### src/bitbr_pkg.sv
// Constants and encodings for the bit-operation and relative-branch executor.
// Assumes a 14-bit instruction word, 8-bit file registers and an 8-bit accumulator.
// Operation
// - Bit clear forces bit b of register f to zero, flags untouched.
// - Bit set forces bit b of register f to one, flags untouched.
// - Test skip if zero: bit zero discards next instruction as no-operation.
// - Test skip if one: bit one discards next instruction as no-operation.
// - Literal branch: incremented PC plus sign-extended 9-bit offset, no flag change.
// - Literal branch takes two cycles, flushing the fetched next instruction.
// - Accumulator branch adds unsigned accumulator to incremented PC, two cycles.
package bitbr_pkg;
  localparam int INSTR_W = 14;
  localparam int FADDR_W = 7;
  localparam int BIT_W = 3;
  localparam int DATA_W = 8;
  localparam int PC_W = 15;
  localparam int OFS_W = 9;
  // Opcode field positions
  localparam int BITOP_LSB = 10;
  localparam int BITOP_W = 4;
  localparam int BRA_LSB = 9;
  localparam int BRA_OP_W = 5;
  localparam int BSEL_LSB = 7;
  // Opcode values
  localparam logic [3:0] OP_BIT_CLEAR = 4'h4;
  localparam logic [3:0] OP_BIT_SET = 4'h5;
  localparam logic [3:0] OP_TEST_ZERO = 4'h6;
  localparam logic [3:0] OP_TEST_ONE = 4'h7;
  localparam logic [4:0] OP_LIT_BRANCH = 5'h19;
  localparam logic [13:0] OP_ACC_BRANCH = 14'h000B;
  localparam logic [13:0] NOP_WORD = 14'h0000;
  localparam logic [14:0] PC_RESET = 15'h0000;
  localparam logic [14:0] PC_ONE = 15'h0001;
  typedef enum logic [1:0] {
    EXEC_RUN = 2'b01,
    EXEC_FLUSH = 2'b10
  } exec_state_t;
endpackage : bitbr_pkg

### src/bit_modify.sv
// Single-bit modify unit: clears or sets one selected bit of a data byte.
// Assumes the caller supplies the byte already read from the file register.
`timescale 1ns/1ps
module bit_modify #(
  parameter int DW = 8
) (
  input wire logic [DW-1:0] data_i,
  input wire logic [2:0] bit_sel_i,
  input wire logic set_i,
  output logic [DW-1:0] data_o
);
  wire logic [DW-1:0] mask = DW'(1) << bit_sel_i;
  assign data_o = set_i ? (data_i | mask) : (data_i & ~mask);
endmodule : bit_modify

### src/bit_branch_exec.sv
// Executes bit clear/set, bit test skips and the two relative branches.
// Assumes one instruction per clock and file read data valid combinationally.
`timescale 1ns/1ps
module bit_branch_exec #(
  parameter int PC_WIDTH = bitbr_pkg::PC_W
) (
  input wire logic ref_clk_i,
  input wire logic rstn_i,
  input wire logic instr_valid_i,
  input wire logic [bitbr_pkg::INSTR_W-1:0] instr_i,
  input wire logic [bitbr_pkg::DATA_W-1:0] file_rdata_i,
  input wire logic [bitbr_pkg::DATA_W-1:0] acc_i,
  output logic [bitbr_pkg::FADDR_W-1:0] file_addr_o,
  output logic [bitbr_pkg::DATA_W-1:0] file_wdata_o,
  output logic file_we_o,
  output logic [PC_WIDTH-1:0] pc_o,
  output logic pc_load_o,
  output logic flush_o,
  output logic [bitbr_pkg::INSTR_W-1:0] exec_instr_o,
  output logic status_we_o
);
  // ==========================================================
  // Decode
  bitbr_pkg::exec_state_t state;
  bitbr_pkg::exec_state_t next_state;
  logic [PC_WIDTH-1:0] pc;
  logic [PC_WIDTH-1:0] next_pc;
  wire logic [3:0] bitop = instr_i[bitbr_pkg::BITOP_LSB +: bitbr_pkg::BITOP_W];
  wire logic [4:0] braop = instr_i[bitbr_pkg::BRA_LSB +: bitbr_pkg::BRA_OP_W];
  wire logic [2:0] bsel = instr_i[bitbr_pkg::BSEL_LSB +: bitbr_pkg::BIT_W];
  wire logic [6:0] faddr = instr_i[bitbr_pkg::FADDR_W-1:0];
  wire logic [8:0] ofs = instr_i[bitbr_pkg::OFS_W-1:0];
  wire logic run = instr_valid_i && (state == bitbr_pkg::EXEC_RUN);

  // Bit-group decode, shared by all four bit instructions
  function automatic logic bit_group(input logic en, input logic [3:0] op,
                                     input logic [3:0] code);
    return en && (op == code);
  endfunction : bit_group

  wire logic is_clr = bit_group(run, bitop, bitbr_pkg::OP_BIT_CLEAR);
  wire logic is_set = bit_group(run, bitop, bitbr_pkg::OP_BIT_SET);
  wire logic is_tz = bit_group(run, bitop, bitbr_pkg::OP_TEST_ZERO);
  wire logic is_to = bit_group(run, bitop, bitbr_pkg::OP_TEST_ONE);
  wire logic is_lbr = run && (braop == bitbr_pkg::OP_LIT_BRANCH);
  wire logic is_abr = run && (instr_i == bitbr_pkg::OP_ACC_BRANCH);
  wire logic sel_bit = file_rdata_i[bsel];
  // ==========================================================
  // Skip and branch targets
  // Skip on zero
  wire logic skip_zero = is_tz && !sel_bit;
  wire logic skip_one = is_to && sel_bit;
  // pc already holds the incremented address of the next instruction
  // Sign-extended literal
  wire logic [PC_WIDTH-1:0] lit_target = pc + PC_WIDTH'($signed(ofs));
  wire logic [PC_WIDTH-1:0] acc_target = pc + PC_WIDTH'(acc_i);
  wire logic take = is_lbr || is_abr;
  wire logic discard = take || skip_zero || skip_one;
  wire logic [PC_WIDTH-1:0] inc_pc = pc + PC_WIDTH'(bitbr_pkg::PC_ONE);
  wire logic [bitbr_pkg::DATA_W-1:0] mod_data;
  // ==========================================================
  // Bit modify
  // Clear and set path
  bit_modify #(
    .DW(bitbr_pkg::DATA_W)
  ) u_mod (
    .data_i(file_rdata_i),
    .bit_sel_i(bsel),
    .set_i(is_set),
    .data_o(mod_data)
  );
  // ==========================================================
  // Next state
  always_comb begin
    next_state = state;
    case (state)
      bitbr_pkg::EXEC_RUN: begin
        if (discard) begin
          next_state = bitbr_pkg::EXEC_FLUSH;
        end
      end
      bitbr_pkg::EXEC_FLUSH: begin
        // Flush lasts exactly one cycle
        next_state = bitbr_pkg::EXEC_RUN;
      end
      default: begin
        next_state = bitbr_pkg::EXEC_RUN;
      end
    endcase
  end

  // ==========================================================
  // Next program counter
  // Idle cycles in EXEC_RUN hold pc, so a stalled fetch never loses its place
  always_comb begin
    next_pc = pc;
    case (state)
      bitbr_pkg::EXEC_RUN: begin
        if (instr_valid_i) begin
          next_pc = is_lbr ? lit_target : (is_abr ? acc_target : inc_pc);
        end
      end
      bitbr_pkg::EXEC_FLUSH: begin
        next_pc = inc_pc;
      end
      default: begin
        next_pc = pc;
      end
    endcase
  end

  // ==========================================================
  // State register
  always_ff @(posedge ref_clk_i or negedge rstn_i) begin
    if (!rstn_i) begin
      state <= bitbr_pkg::EXEC_RUN;
    end else begin
      state <= next_state;
    end
  end

  // ==========================================================
  // Program counter register
  always_ff @(posedge ref_clk_i or negedge rstn_i) begin
    if (!rstn_i) begin
      pc <= PC_WIDTH'(bitbr_pkg::PC_RESET);
    end else begin
      pc <= next_pc;
    end
  end

  // ==========================================================
  // Registered outputs
  // Registered, so write and flush appear one cycle after decode
  always_ff @(posedge ref_clk_i or negedge rstn_i) begin
    if (!rstn_i) begin
      file_addr_o <= '0;
    end else begin
      file_addr_o <= faddr;
    end
  end

  always_ff @(posedge ref_clk_i or negedge rstn_i) begin
    if (!rstn_i) begin
      file_wdata_o <= '0;
    end else begin
      file_wdata_o <= mod_data;
    end
  end

  always_ff @(posedge ref_clk_i or negedge rstn_i) begin
    if (!rstn_i) begin
      file_we_o <= 1'b0;
    end else begin
      file_we_o <= is_clr || is_set;
    end
  end

  always_ff @(posedge ref_clk_i or negedge rstn_i) begin
    if (!rstn_i) begin
      pc_o <= PC_WIDTH'(bitbr_pkg::PC_RESET);
    end else begin
      pc_o <= next_pc;
    end
  end

  always_ff @(posedge ref_clk_i or negedge rstn_i) begin
    if (!rstn_i) begin
      pc_load_o <= 1'b0;
    end else begin
      pc_load_o <= take;
    end
  end

  always_ff @(posedge ref_clk_i or negedge rstn_i) begin
    if (!rstn_i) begin
      flush_o <= 1'b0;
    end else begin
      flush_o <= discard;
    end
  end

  always_ff @(posedge ref_clk_i or negedge rstn_i) begin
    if (!rstn_i) begin
      exec_instr_o <= bitbr_pkg::NOP_WORD;
    end else begin
      exec_instr_o <= (state == bitbr_pkg::EXEC_FLUSH) ? bitbr_pkg::NOP_WORD : instr_i;
    end
  end

  // Flags never written
  // None of these six instructions touches status, so the strobe is tied low
  always_ff @(posedge ref_clk_i or negedge rstn_i) begin
    if (!rstn_i) begin
      status_we_o <= 1'b0;
    end else begin
      status_we_o <= 1'b0;
    end
  end
endmodule : bit_branch_exec

### config.mk
export PLATFORM = sky130hd
export DESIGN_NAME = bit_branch_exec
export DESIGN_NICKNAME = d
export VERILOG_FILES = /design/src/bitbr_pkg.sv /design/src/bit_modify.sv /design/src/bit_branch_exec.sv
export SDC_FILE = /design/constraint.sdc
export NUM_CORES = 1
export LEC_CHECK = 0
export BUFFER_PORTS_ARGS = -buffer_cell sky130_fd_sc_hd__buf_2
export CAP_MARGIN = 20
export CORE_MARGIN = 4
export CORE_UTILIZATION = 55
export CTS_CLUSTER_DIAMETER = 80
export DETAILED_ROUTE_END_ITERATION = 16
export MAX_ROUTING_LAYER = met4
export PLACE_DENSITY = 0.79
export SKIP_LAST_GASP = 1
export SYNTH_ARGS = -nofsm -noshare
export SYNTH_HDL_FRONTEND = slang
export SYNTH_SLANG_ARGS = --single-unit
### constraint.sdc
create_clock -name ref_clk_i -period 2.56 [get_ports ref_clk_i]
set_input_delay 0.768 -clock ref_clk_i [delete_from_list [all_inputs] [get_ports ref_clk_i]]
set_output_delay 0.768 -clock ref_clk_i [all_outputs]
set_load 0.005 [all_outputs]
==> out/metrics.csv <==
metric;value;unit
io_pins;81;
reg2reg_depth;10;
cts_buffers;5;
worstHoldPathType;in -> async;
final_cell_mix;buf_2, buf_4, dfrtp_1;
rows;28;
finalWeightedCongestion;0.928;
cellLeakagePower;0.00212;µW
synth_compound_area_share;20.2;%
clk_latency;0.31;ns
route.detailed.drc;0;
synthMuxAreaShare;4.15;%
setup_viol;0;
antenna_found_initial;0;
synth.distinct_cells;67;
grt_start_max_net_pins;29;
synthFlopType;dfrtp_1;
port_buffers;79;
layout_commonest_cell;buf_2;
cp.arrival;2.59;ns
via_per_inst;6.10;
seqPwrFrac;31.9;%
regToRegEndpoint;pc_o[14];
syn_area;3500;µm²
endpoint_kind;flop;
status;completed;
core;6060;µm²
synth_fp_nets;435;
final_net_count;563;
highest_layer;met4;
cp.required;2.76;ns
finalCritPeriodShare;93.4;%
die_width;87.7;µm
timing.final.max_slew_violations;0;
peakVddDrop;0.514;mV
cts_buffer_depth;2;
overflow;0;
synth_warnings;0;
cp_max_fo;6;
synth-seq-cells;49;
synthToLayoutAreaGrowth;30.8;%
start_util;57.7;%
rrSetupSlack;0.22;ns
wl_met3;894;µm
htreeDepth;2;
intPower;1980;µW
p_clk_share;21.8;%
post_drt_wl_per_cell;16.9;µm
hold_ws;0.426;ns
cts_tree;built;
finish.utilization;75.4;%
clk_pin_slew_worst_paths;0.10;ns
ys_seq_area_share;35.1;%
diodes;0;
synth_top_family_by_area;simple AND/OR/NAND/NOR gates;
synth_edf_count;0;
p_per_area;688;nW/µm²
fin_skew;0.00222;ns
reg2reg_from;pc_o[0];
net-switching-power;1170;µW
final.setup.tns;0;ns
dieArea;7700;µm²
synth-adder-area-share;9.38;%
tightest_slew;0.545;ns
met1Wirelength;4040;µm
cp-start-kind;input port;
combPwrFrac;46.2;%
dp.final_hpwl;7620;µm
swShare;37.1;%
synth_simple_gate_area_share;22.0;%
max_clock_freq;418;MHz
vias;3547;
die_h;87.7;µm
grt_pass1_vias;3465;
maxCapViolCount;0;
slew_headroom;63.7;%
rsz0062_at_grt;no;
grt_usage;27.4;%
ant_nets;0;
first_pass_iters;6;
avgSynthCellArea;9.27;µm²
grt_pass1_wl;16200;µm
critPathLaunch;acc_i[0];
clock-root-buffer;clkbuf_8;
period_needed;2.39;ns
power.total;3150;µW
worstSetupPathType;in -> reg;
synthCells;377;
synth-async-reset-ratio;100;%
dr_wl_met2;4610;µm
clock_sinks;49;
synthXorXnorAreaFrac;5.51;%
routed_wl;9800;µm
drive_gt1_share;36.0;%
finalHoldViolations;0;
drt_iter0_drc;234;
==> synthesized netlist by cell type, types with 12 or more instances <==
cell	count	area, µm²
a21oi_1	26	130
and2_1	15	93.8
clkbuf_1	12	45.0
dfrtp_1	48	1200
ha_1	23	288
nand2_1	23	86.3
nand3_1	14	70.1
nor2_1	27	101
nor3_1	12	60.1
o21ai_0	21	105
xnor2_1	16	140
==> critical path, stage by stage <==
cell and delay (ns):
buf_2 0.08, ha_1 0.17, inv_1 0.07, fa_1 0.40, nor2b_2 0.15, o2111ai_2 0.14
nand3_2 0.12, a21oi_4 0.09, or3_1 0.38, a32oi_1 0.18, a21oi_1 0.06
==> per-layer routing <==
layer,vias to the layer above,track usage [%]
met3,26,3.48
met4,0,10.7
met1,1673,34.7
met2,196,44.5
met5,-,-
li1,1652,-
==> power groups by stage <==
stage               sequential (µW)  clock, µW  combinational [µW]
finish                         1000        686                1460
global route                   1020        715                1610
CTS                             994        690                1420
detailed placement             1010          0                1400
global placement               1000          0                1360
floorplan                       985          0                 870
==> cell type report <==
type                       count  area [µm²]
tap                           75        93.8
multi-input combinational    300        2200
timing repair buffer         139         871
fill                         428        1490
clock buffer                   5        68.8
sequential                    49        1230
inverter                      10        37.5
clock inverter                 3        68.8
==> registers in the layout, summed over array words and instances, names as in the netlist <==
name	count
state	2
file_wdata_o	8
pc_load_o	1
exec_instr_o	14
pc_o	15
file_we_o	1
file_addr_o	7
flush_o	1
==> kinds of logic after synthesis <==
logic type               count (synthesis)
other                                    1
AO/OA/AOI/OAI                          103
AND/OR/NAND/NOR                        138
XOR/XNOR                                22
adder cells (fa/ha/maj)                 25
flip-flops                              49
buffers and inverters                   28
multiplexers                            11
==> through the flow <==
stage	setup slack (ns)	area, µm²	cells
CTS	0.0618	4540	581
floorplan	-0.0109	3520	377
detailed placement	-0.228	4410	573
finish	0.168	4570	581
global route	0.0159	4570	581
global placement	-0.182	4410	573
==> worst max path at each step <==
stage,to,cells past startpoint
after floorplan,pc_o[14],10
after global placement,pc_o[14],11
after detailed placement,pc_o[12],11
after CTS,pc_o[12],10
after global routing,pc_o[7],11
final,pc_o[14],11
==> repair_timing <==
action	in CTS	in global routing
setup buffers	0	0
endpoints found under the setup margin	0	5
resized for setup	0	8
hold buffers	0	0
No activity file was read; power rests on OpenSTA's default activity.
